[config.mk]
export PLATFORM = sky130hd
export DESIGN_NAME = csie_top
export DESIGN_NICKNAME = d
export VERILOG_FILES = /design/src/inc/csie_pkg.sv /design/src/inc/csie_reg_if.sv /design/src/hw/csie_apb_slave.sv /design/src/hw/csie_event_flags.sv /design/src/hw/csie_top.sv
export SDC_FILE = /design/constraint.sdc
export NUM_CORES = 1
export LEC_CHECK = 0
export BUFFER_PORTS_ARGS = -buffer_cell sky130_fd_sc_hd__buf_2
export CAP_MARGIN = 30
export CORE_AREA = 2 2 66 68
export CTS_CLUSTER_DIAMETER = 200
export CTS_CLUSTER_SIZE = 8
export DETAILED_ROUTE_END_ITERATION = 16
export DIE_AREA = 0 0 68 70
export PLACE_DENSITY = 0.83
export RECOVER_POWER = 100
export SETUP_SLACK_MARGIN = 0.3
export SYNTH_ARGS = -nofsm -noshare
export SYNTH_HDL_FRONTEND = slang
export SYNTH_SLANG_ARGS = --single-unit
[constraint.sdc]
create_clock -name clk_i -period 1.9 [get_ports clk_i]
set_input_delay 0.38 -clock clk_i [delete_from_list [all_inputs] [get_ports clk_i]]
set_output_delay 0.38 -clock clk_i [all_outputs]
set_load 0.005 [all_outputs]
[src/inc/csie_pkg.sv]
package csie_pkg;

    // ======================================================
    // register byte offsets on the 32-bit apb bus
    // ======================================================
    localparam logic [7:0] OFS_FLAGS   = 8'h00;
    localparam logic [7:0] OFS_IRQ_EN  = 8'h04;
    localparam logic [7:0] OFS_CLK_SEL = 8'h08;
    localparam logic [7:0] OFS_PLL_CTL = 8'h0c;

    // ======================================================
    // field positions
    // ======================================================
    // flags register
    localparam int BIT_TICK_FLAG   = 7;
    localparam int BIT_SETTLE_FLAG = 4;
    localparam int BIT_LOCK        = 3;
    localparam int BIT_TRACK       = 2;
    localparam int BIT_SELF_FLAG   = 1;
    localparam int BIT_SELF_CLK    = 0;
    // clock_irq_enable register
    localparam int BIT_TICK_IE     = 7;
    localparam int BIT_SETTLE_IE   = 4;
    localparam int BIT_SELF_IE     = 1;
    // clock_source_select register
    localparam int BIT_PLL_CHOOSE  = 7;
    localparam int BIT_PSEUDO_HALT = 6;
    localparam int BIT_SYS_HALT_W  = 5;
    localparam int BIT_REDUCED_W   = 4;
    localparam int BIT_PLL_HALT_W  = 3;
    localparam int BIT_CORE_HALT_W = 2;
    localparam int BIT_TICK_HALT_W = 1;
    localparam int BIT_WDOG_HALT_W = 0;
    // pll control register
    localparam int BIT_AUTO_BW     = 5;

    // ======================================================
    // reset values and fixed ratios
    // ======================================================
    localparam logic [7:0] RST_IRQ_EN  = 8'h00;
    localparam logic [7:0] RST_CLK_SEL = 8'h00;
    localparam logic       RST_AUTO_BW = 1'b1;
    localparam int         BUS_DIV     = 2;  // bus clock = source / 2

    // event flag slots
    localparam int EV_TICK   = 0;
    localparam int EV_SETTLE = 1;
    localparam int EV_SELF   = 2;
    localparam int EV_NUM    = 3;

    // address decode shared by the read mux and the write path
    function automatic logic reg_mapped(input logic [7:0] a);
        reg_mapped = (a == OFS_FLAGS) || (a == OFS_IRQ_EN) ||
                     (a == OFS_CLK_SEL) || (a == OFS_PLL_CTL);
    endfunction : reg_mapped

endpackage : csie_pkg

[src/inc/csie_reg_if.sv]
`timescale 1ns/1ps
// register access between the bus slave and the register file
interface csie_reg_if;
    logic       wr_stb;
    logic [7:0] addr;
    logic [7:0] wdata;
    logic [7:0] rdata;
    logic       mapped;

    modport bus_side  (output wr_stb, addr, wdata, input rdata, mapped);
    modport regs_side (input wr_stb, addr, wdata, output rdata, mapped);
endinterface : csie_reg_if

[src/hw/csie_apb_slave.sv]
`timescale 1ns/1ps
module csie_apb_slave (
    input  wire logic        clk_i,
    input  wire logic        rst_i,
    input  wire logic        psel_i,
    input  wire logic        penable_i,
    input  wire logic        pwrite_i,
    input  wire logic [7:0]  paddr_i,
    input  wire logic [31:0] pwdata_i,
    output logic      [31:0] prdata_o,
    output logic             pready_o,
    output logic             pslverr_o,
    csie_reg_if.bus_side     regs
);
    logic [31:0] prdata_q, prdata_d;
    logic        pready_q, pready_d;
    logic        pslverr_q, pslverr_d;

    assign regs.addr  = paddr_i;
    assign regs.wdata = pwdata_i[7:0];
    // write lands only at the edge that completes the access
    assign regs.wr_stb = psel_i & penable_i & pready_q & pwrite_i
                         & regs.mapped;

    // ======================================================
    // answer: one access cycle, all outputs registered
    // ======================================================
    // read data and error are captured at the end of setup
    always_comb begin
        pready_d  = psel_i & ~penable_i;
        prdata_d  = prdata_q;
        pslverr_d = pslverr_q;
        if (psel_i && !penable_i) begin
            prdata_d  = (pwrite_i || !regs.mapped) ? 32'h0000_0000
                                                   : {24'h00_0000, regs.rdata};
            pslverr_d = ~regs.mapped;
        end else if (!psel_i) begin
            pslverr_d = 1'b0;
        end
    end

    always_ff @(posedge clk_i) begin
        if (rst_i) begin
            prdata_q  <= 32'h0000_0000;
            pready_q  <= 1'b0;
            pslverr_q <= 1'b0;
        end else begin
            prdata_q  <= prdata_d;
            pready_q  <= pready_d;
            pslverr_q <= pslverr_d;
        end
    end

    assign prdata_o  = prdata_q;
    assign pready_o  = pready_q;
    assign pslverr_o = pslverr_q;
endmodule : csie_apb_slave

[src/hw/csie_event_flags.sv]
`timescale 1ns/1ps
module csie_event_flags #(
    parameter int N = 3
) (
    input  wire logic         clk_i,
    input  wire logic         rst_i,
    input  wire logic [N-1:0] set_i,
    input  wire logic [N-1:0] clr_i,
    output logic      [N-1:0] flag_o
);
    logic [N-1:0] flag_q, flag_d;

    // ======================================================
    // sticky flags, cleared by writing one
    // ======================================================
    // set beats clear so an event in the clear cycle is kept
    always_comb begin
        for (int i = 0; i < N; i++) begin
            flag_d[i] = set_i[i] | (flag_q[i] & ~clr_i[i]);
        end
    end

    always_ff @(posedge clk_i) begin
        if (rst_i) begin
            flag_q <= '0;
        end else begin
            flag_q <= flag_d;
        end
    end

    assign flag_o = flag_q;
endmodule : csie_event_flags

[src/hw/csie_top.sv]
// Local design decisions: the register addresses and register access over APB.
`timescale 1ns/1ps
// Overview of operation
// - tick flag with enable raises interrupt
// - settle change flag with enable raises interrupt
// - self-clocked change flag with enable interrupts
// - enable register readable and writable anytime
// - pll choose write stores zero when pll unstable
// - pll choose cleared in self-clock, stop, and wait with pll halt set
// - choose selects oscillator or pll, bus halves
// - pseudo halt keeps oscillator reduced in stop
// - system clocks halt in wait when set
// - reduced amplitude in wait when set
// - pll powered down in wait, power bit kept
// - pll halt in wait forces auto bandwidth
// - core clock halts in wait when set
// - tick timer halts, dividers clear on wait entry
// - watchdog halts, dividers clear on wait entry
// - watchdog halt bit write once in normal modes
// - tick flag set per period, write-one clears
// - settle flag set on lock change, w1c
// - self-clocked flag set on mode change, w1c
module csie_top (
    input  wire logic        clk_i,
    input  wire logic        rst_i,
    // apb slave
    input  wire logic        psel_i,
    input  wire logic        penable_i,
    input  wire logic        pwrite_i,
    input  wire logic [7:0]  paddr_i,
    input  wire logic [31:0] pwdata_i,
    output logic      [31:0] prdata_o,
    output logic             pready_o,
    output logic             pslverr_o,
    // status from pll, tick timer and mode logic
    input  wire logic        pll_locked_i,
    input  wire logic        pll_tracking_i,
    input  wire logic        self_clocked_mode_i,
    input  wire logic        tick_timeout_i,
    input  wire logic        wait_mode_i,
    input  wire logic        stop_mode_i,
    input  wire logic        special_mode_i,
    // clock control
    output logic             irq_o,
    output logic             pll_source_choose_o,
    output logic             oscillator_enable_o,
    output logic             oscillator_reduced_o,
    output logic             system_clocks_run_o,
    output logic             core_clock_run_o,
    output logic             pll_power_down_o,
    output logic             auto_bandwidth_o,
    output logic             tick_run_o,
    output logic             tick_div_clear_o,
    output logic             watchdog_run_o,
    output logic             watchdog_div_clear_o
);

    // ======================================================
    // bus slave and register access
    // ======================================================
    csie_reg_if regs ();

    csie_apb_slave u_apb (
        .clk_i     (clk_i),
        .rst_i     (rst_i),
        .psel_i    (psel_i),
        .penable_i (penable_i),
        .pwrite_i  (pwrite_i),
        .paddr_i   (paddr_i),
        .pwdata_i  (pwdata_i),
        .prdata_o  (prdata_o),
        .pready_o  (pready_o),
        .pslverr_o (pslverr_o),
        .regs      (regs.bus_side)
    );

    // write strobes per register
    logic wr_flags;
    logic wr_irq_en;
    logic wr_clk_sel;
    logic wr_pll_ctl;

    assign regs.mapped = csie_pkg::reg_mapped(regs.addr);
    assign wr_flags    = regs.wr_stb && (regs.addr == csie_pkg::OFS_FLAGS);
    assign wr_irq_en   = regs.wr_stb && (regs.addr == csie_pkg::OFS_IRQ_EN);
    assign wr_clk_sel  = regs.wr_stb && (regs.addr == csie_pkg::OFS_CLK_SEL);
    assign wr_pll_ctl  = regs.wr_stb && (regs.addr == csie_pkg::OFS_PLL_CTL);

    // ======================================================
    // status change detection
    // ======================================================
    // previous levels; the flag is raised on any change
    logic lock_prev_q, lock_prev_d;
    logic self_prev_q, self_prev_d;
    logic wait_prev_q, wait_prev_d;
    logic wait_entry;

    always_comb begin
        lock_prev_d = pll_locked_i;
        self_prev_d = self_clocked_mode_i;
        wait_prev_d = wait_mode_i;
    end

    // lock reads low after reset, so an early lock is also a change
    always_ff @(posedge clk_i) begin
        if (rst_i) begin
            lock_prev_q <= 1'b0;
            self_prev_q <= 1'b0;
            wait_prev_q <= 1'b0;
        end else begin
            lock_prev_q <= lock_prev_d;
            self_prev_q <= self_prev_d;
            wait_prev_q <= wait_prev_d;
        end
    end

    assign wait_entry = wait_mode_i & ~wait_prev_q;

    // ======================================================
    // sticky event flags
    // ======================================================
    logic [csie_pkg::EV_NUM-1:0] ev_set;
    logic [csie_pkg::EV_NUM-1:0] ev_clr;
    logic [csie_pkg::EV_NUM-1:0] ev_flag;

    always_comb begin
        ev_set[csie_pkg::EV_TICK]   = tick_timeout_i;
        ev_set[csie_pkg::EV_SETTLE] = pll_locked_i ^ lock_prev_q;
        ev_set[csie_pkg::EV_SELF]   = self_clocked_mode_i
                                      ^ self_prev_q;
        // writing zero to a flag leaves it alone
        ev_clr[csie_pkg::EV_TICK]   = wr_flags
            & regs.wdata[csie_pkg::BIT_TICK_FLAG];
        ev_clr[csie_pkg::EV_SETTLE] = wr_flags
            & regs.wdata[csie_pkg::BIT_SETTLE_FLAG];
        ev_clr[csie_pkg::EV_SELF]   = wr_flags
            & regs.wdata[csie_pkg::BIT_SELF_FLAG];
    end

    csie_event_flags #(
        .N (csie_pkg::EV_NUM)
    ) u_flags (
        .clk_i  (clk_i),
        .rst_i  (rst_i),
        .set_i  (ev_set),
        .clr_i  (ev_clr),
        .flag_o (ev_flag)
    );

    // ======================================================
    // clock_irq_enable register
    // ======================================================
    logic [7:0] irq_en_q, irq_en_d;
    logic [7:0] irq_en_mask;

    // only the three enable bits are kept, the rest read zero
    assign irq_en_mask = 8'h92;

    always_comb begin
        irq_en_d = irq_en_q;
        if (wr_irq_en) begin
            irq_en_d = regs.wdata & irq_en_mask;
        end
    end

    always_ff @(posedge clk_i) begin
        if (rst_i) begin
            irq_en_q <= csie_pkg::RST_IRQ_EN;
        end else begin
            irq_en_q <= irq_en_d;
        end
    end

    // ======================================================
    // pll control: automatic bandwidth
    // ======================================================
    logic       auto_bw_q, auto_bw_d;
    logic       pll_halt_w;
    logic [7:0] clk_sel_q, clk_sel_d;

    assign pll_halt_w = clk_sel_q[csie_pkg::BIT_PLL_HALT_W];

    // software write is overridden whenever the pll halt in wait bit is set, in or out of wait
    always_comb begin
        auto_bw_d = auto_bw_q;
        if (pll_halt_w) begin
            auto_bw_d = 1'b1;
        end else if (wr_pll_ctl) begin
            auto_bw_d = regs.wdata[csie_pkg::BIT_AUTO_BW];
        end
    end

    always_ff @(posedge clk_i) begin
        if (rst_i) begin
            auto_bw_q <= csie_pkg::RST_AUTO_BW;
        end else begin
            auto_bw_q <= auto_bw_d;
        end
    end

    // ======================================================
    // clock_source_select register
    // ======================================================
    logic       wdog_locked_q, wdog_locked_d;
    logic       pll_stable;
    logic       force_osc;

    // the effective auto bit counts, forced or not
    assign pll_stable = (auto_bw_q | pll_halt_w) ? pll_locked_i
                                                  : pll_tracking_i;
    // conditions that drop the pll back to the oscillator
    assign force_osc = self_clocked_mode_i | stop_mode_i
                       | (wait_mode_i & pll_halt_w);

    always_comb begin
        clk_sel_d     = clk_sel_q;
        wdog_locked_d = wdog_locked_q;
        if (wr_clk_sel) begin
            // a one is refused while the pll is unsettled
            clk_sel_d[csie_pkg::BIT_PLL_CHOOSE] =
                regs.wdata[csie_pkg::BIT_PLL_CHOOSE] & pll_stable;
            clk_sel_d[6:1] = regs.wdata[6:1];
            if (special_mode_i || !wdog_locked_q) begin
                clk_sel_d[csie_pkg::BIT_WDOG_HALT_W] =
                    regs.wdata[csie_pkg::BIT_WDOG_HALT_W];
            end
            wdog_locked_d = 1'b1;
        end
        // hardware clear wins over a write in the same cycle
        if (force_osc) begin
            clk_sel_d[csie_pkg::BIT_PLL_CHOOSE] = 1'b0;
        end
        // no automatic re-choose after wait; software must do it
    end

    always_ff @(posedge clk_i) begin
        if (rst_i) begin
            clk_sel_q     <= csie_pkg::RST_CLK_SEL;
            wdog_locked_q <= 1'b0;
        end else begin
            clk_sel_q     <= clk_sel_d;
            wdog_locked_q <= wdog_locked_d;
        end
    end

    // ======================================================
    // read mux
    // ======================================================
    always_comb begin
        case (regs.addr)
            csie_pkg::OFS_FLAGS: begin
                regs.rdata = {ev_flag[csie_pkg::EV_TICK], 2'b00,
                              ev_flag[csie_pkg::EV_SETTLE],
                              pll_locked_i, pll_tracking_i,
                              ev_flag[csie_pkg::EV_SELF],
                              self_clocked_mode_i};
            end
            csie_pkg::OFS_IRQ_EN: begin
                regs.rdata = irq_en_q;
            end
            csie_pkg::OFS_CLK_SEL: begin
                regs.rdata = clk_sel_q;
            end
            csie_pkg::OFS_PLL_CTL: begin
                regs.rdata = {2'b00, auto_bw_q | pll_halt_w, 5'h00};
            end
            default: begin
                regs.rdata = 8'h00;
            end
        endcase
    end

    // ======================================================
    // clock control outputs, all registered
    // ======================================================
    logic [11:0] ctl_q, ctl_d;
    logic        in_wait;

    assign in_wait = wait_mode_i;

    // one flop per output keeps glitches off the clock gates
    always_comb begin
        ctl_d[0]  = |(ev_flag & {irq_en_q[csie_pkg::BIT_SELF_IE],
                                 irq_en_q[csie_pkg::BIT_SETTLE_IE],
                                 irq_en_q[csie_pkg::BIT_TICK_IE]});
        // mux select only; the halving lives in the clock tree
        ctl_d[1]  = clk_sel_d[csie_pkg::BIT_PLL_CHOOSE];
        ctl_d[2]  = ~(stop_mode_i
                      & ~clk_sel_q[csie_pkg::BIT_PSEUDO_HALT]);
        ctl_d[3]  = (stop_mode_i & clk_sel_q[csie_pkg::BIT_PSEUDO_HALT])
                    | (in_wait & clk_sel_q[csie_pkg::BIT_REDUCED_W]);
        ctl_d[4]  = ~(in_wait & clk_sel_q[csie_pkg::BIT_SYS_HALT_W]);
        ctl_d[5]  = ~(in_wait & clk_sel_q[csie_pkg::BIT_CORE_HALT_W]);
        ctl_d[6]  = in_wait & pll_halt_w;
        ctl_d[7]  = auto_bw_d;
        // tick and watchdog ignore the system-clock halt bit
        ctl_d[8]  = ~(in_wait & clk_sel_q[csie_pkg::BIT_TICK_HALT_W]);
        ctl_d[9]  = wait_entry & clk_sel_q[csie_pkg::BIT_TICK_HALT_W];
        ctl_d[10] = ~(in_wait & clk_sel_q[csie_pkg::BIT_WDOG_HALT_W]);
        ctl_d[11] = wait_entry & clk_sel_q[csie_pkg::BIT_WDOG_HALT_W];
    end

    always_ff @(posedge clk_i) begin
        if (rst_i) begin
            ctl_q <= 12'h5b4;
        end else begin
            ctl_q <= ctl_d;
        end
    end

    assign irq_o                = ctl_q[0];
    assign pll_source_choose_o  = ctl_q[1];
    assign oscillator_enable_o  = ctl_q[2];
    assign oscillator_reduced_o = ctl_q[3];
    assign system_clocks_run_o  = ctl_q[4];
    assign core_clock_run_o     = ctl_q[5];
    assign pll_power_down_o     = ctl_q[6];
    assign auto_bandwidth_o     = ctl_q[7];
    assign tick_run_o           = ctl_q[8];
    assign tick_div_clear_o     = ctl_q[9];
    assign watchdog_run_o       = ctl_q[10];
    assign watchdog_div_clear_o = ctl_q[11];

endmodule : csie_top

==> qor.txt <==
Layout area overhead -> 21.28%
Setup-failing EPs final -> 0
First-pass GRT wire length -> 5.547 mm
Worst-Margin Slew -> 1035 ps
R2R setup slack -> 320 ps
Post-synthesis xor/xnor area fraction -> 1.042%
Total I/O pin count -> 98
Synthesized instance count -> 176
DRT iter0 DRCs -> 63
Layout cells sized above 1 -> 24.89%
Synth Area in Compound Gates -> 11.83%
CP arrival -> 1780 ps
RSZ-0062 raised after global routing -> no
Period minus WS final -> 1594 ps
DR WL met2 -> 1.653 mm
Clock root cell -> clkbuf_8
Drt first pass iters -> 6
Clock Path Buffers -> 2
Max Cap Viol -> 0
Clock share of power -> 41.8%
H-tree depth -> 2
Synthesized flop and latch total -> 39
Total of warnings raised by yosys -> 0
CP endpoint kind -> flop
Post-CTS Resized -> 0
CP startpoint kind -> input port
Asr flop ratio synth -> 0%
Post-Route WL -> 3.575 mm
Flop pwr share -> 50.4%
Worst VDD drop -> 0.3236 mV
Endpoints failing hold -> 0
CTS hold repair buffers -> 0
Highest clock rate -> 0.6273 GHz
Top Layer Used -> met4
Multi-input logic area -> 768.2 sq um
Register area -> 780.7 sq um
Leakage power -> 0.9743 nW
Antenna diodes -> 0
Largest net degree at the start of global routing -> 25
Row count -> 24
CTS tree -> yes
DP Wirelength -> 2.762 mm
Internal Power -> 1.273 mW
RD Place Congestion -> 0.8224
Core Area -> 4144 sq um
Pwr dens -> 812.3 nW/um^2
Chip width -> 68 um
CP Class -> input port to flop
Clock sinks -> 39
Worst Hold Class -> input port to flop
Mean Syn Cell Area -> 9.555 sq um
Initial antenna violation count -> 0
Layout fillers -> 406
Ys flop type -> dfxtp_1
Number of buffers created by CTS -> 5
Post-route setup TNS -> 0 ps
Pins Over Slew Limit -> 0
DR WL/cell -> 12.37 um
Final WS setup -> 305.9 ps
Post-synthesis adder-cell area fraction -> 0%
Net switching power -> 0.3839 mW
EDFF count, synth -> 0
Synth cell types -> 35
Vias in the first global route -> 1226
Clk slew on worst S/H paths -> 80 ps
Final setup skew -> 8.389 ps
Buffers on Ports -> 49
Post-DR vias/cell -> 4.619
Initial core utilization -> 40.58%
Simple-Gate Fraction of Synth Area -> 17.71%
DR WL met3 -> 323 um
Slew headroom -> 31.01%
Die footprint -> 4760 sq um
Antenna Nets Post-Route -> 0
Cell Area, Synth -> 1682 sq um
Nets -> 288
GRT overflow -> 0
Switching part of the total power -> 23.17%
Crit path max fanout -> 24
Post-CTS Setup Bufs -> 0
Register area share after synthesis -> 46.43%
Fin crit share -> 83.90%
Outcome -> complete, no violations
Largest family of logic cells by synthesized area -> simple AND/OR/NAND/NOR gates
DIE HEIGHT -> 70 um
Post-route DRC -> 0
Vias -> 1335
Setup Slack @ Placement -> 88.75 ps
Clk_lat worst skew -> 300 ps
Tot Pwr -> 1.657 mW
Mux contribution to synthesized area -> 9.747%
Required time worst endpoint -> 2090 ps
Wire length on met1 -> 1.535 mm
Comb power frac -> 7.7%
GR Util All Layers -> 15.79%
## layout by cell type (no fill, tap or decap), types with 2 or more instances in the layout
cell	synthesis	routed
inv_1	5	5
clkbuf_8	0	5
nor2_1	23	23
a32o_1	2	2
o21ai_0	6	6
mux2_2	3	3
nand2_1	10	10
a22o_1	6	6
buf_2	1	37
xor2_1	2	2
nor2b_1	5	5
conb_1	1	24
dfxtp_1	39	39
a21oi_1	9	9
clkbuf_1	4	15
o21bai_1	2	2
nand3_1	2	2
buf_4	24	7
mux2i_1	13	13
nor3_1	3	3
## cell usage after synthesis, types with 3 or more instances
library cell	count	area (sq um)
dfxtp_1	39	780.8
buf_4	24	180.2
nor2_1	23	86.33
mux2i_1	13	130.1
nand2_1	10	37.54
a21oi_1	9	45.04
a22o_1	6	52.55
o21ai_0	6	30.03
inv_1	5	18.77
nor2b_1	5	31.28
clkbuf_1	4	15.01
mux2_2	3	33.78
nor3_1	3	15.01
## stage by stage
| stage | std cells | hold WS, ps | util (%) | instance area (sq um) |
|---|---|---|---|---|
| after floorplan | 199 | 367.2 | - | 1768 |
| after global placement | 279 | 394.2 | 46.77 | 1938 |
| after detailed placement | 279 | 392.9 | 46.77 | 1938 |
| after CTS | 287 | 295.6 | 49.49 | 2051 |
| after global routing | 289 | 310.9 | 49.21 | 2039 |
| final | 289 | 306.8 | 49.21 | 2039 |
## kinds of logic (layout without fill, tap and decap cells)
logic type | after synthesis | in the layout
flip-flops | 39 | 39
AO/OA/AOI/OAI | 29 | 29
buffers and inverters | 34 | 72
AND/OR/NAND/NOR | 55 | 55
multiplexers | 16 | 16
other | 1 | 24
XOR/XNOR | 2 | 2
## sequential cells by signal, summed over array words and instances, names as in the netlist
signal           flops
self_prev_q          1
u_flags.flag_o       3
irq_en_q             3
lock_prev_q          1
clk_sel_q            7
wdog_locked_q        1
u_apb.pslverr_o      1
ctl_q               12
u_apb.prdata_o       8
wait_prev_q          1
u_apb.pready_o       1
## power groups by stage
stage	registers, mW	clock network (mW)	logic, mW
6_report	0.835	0.693	0.128
2_1_floorplan	0.853	0	0.0995
4_1_cts	0.835	0.707	0.127
3_5_place_dp	0.855	0	0.126
3_3_place_gp	0.854	0	0.123
5_1_grt	0.837	0.742	0.145
## path summary, 6_finish.rpt
path                  start           endpoint  depth (start not counted)
max reg2reg  u_apb.pready_o       clk_sel_q[4]                          5
max                   rst_i  u_apb.prdata_o[1]                          5
min               penable_i     u_apb.pready_o                          2
min reg2reg    clk_sel_q[5]           ctl_q[4]                          1
## per-layer routing
metal,global-route usage [%],vias to the layer above
met4,7.111,0
met1,18.98,603
li1,-,673
met2,24.49,53
met5,0,-
met3,6.119,6
## final cells by class
class                      count  area share [%]
timing repair buffer          59           14.42
tap                           52           3.190
inverter                       5          0.9202
sequential                    39           38.28
clock inverter                 3           2.147
multi-input combinational    126           37.67
clock buffer                   5           3.374
## critical path, stage by stage
cell and delay, ps:
buf_2 90, clkbuf_1 770, a21oi_1 90, buf_4 220, a22o_1 230
Power figures use the tool's default switching activity.
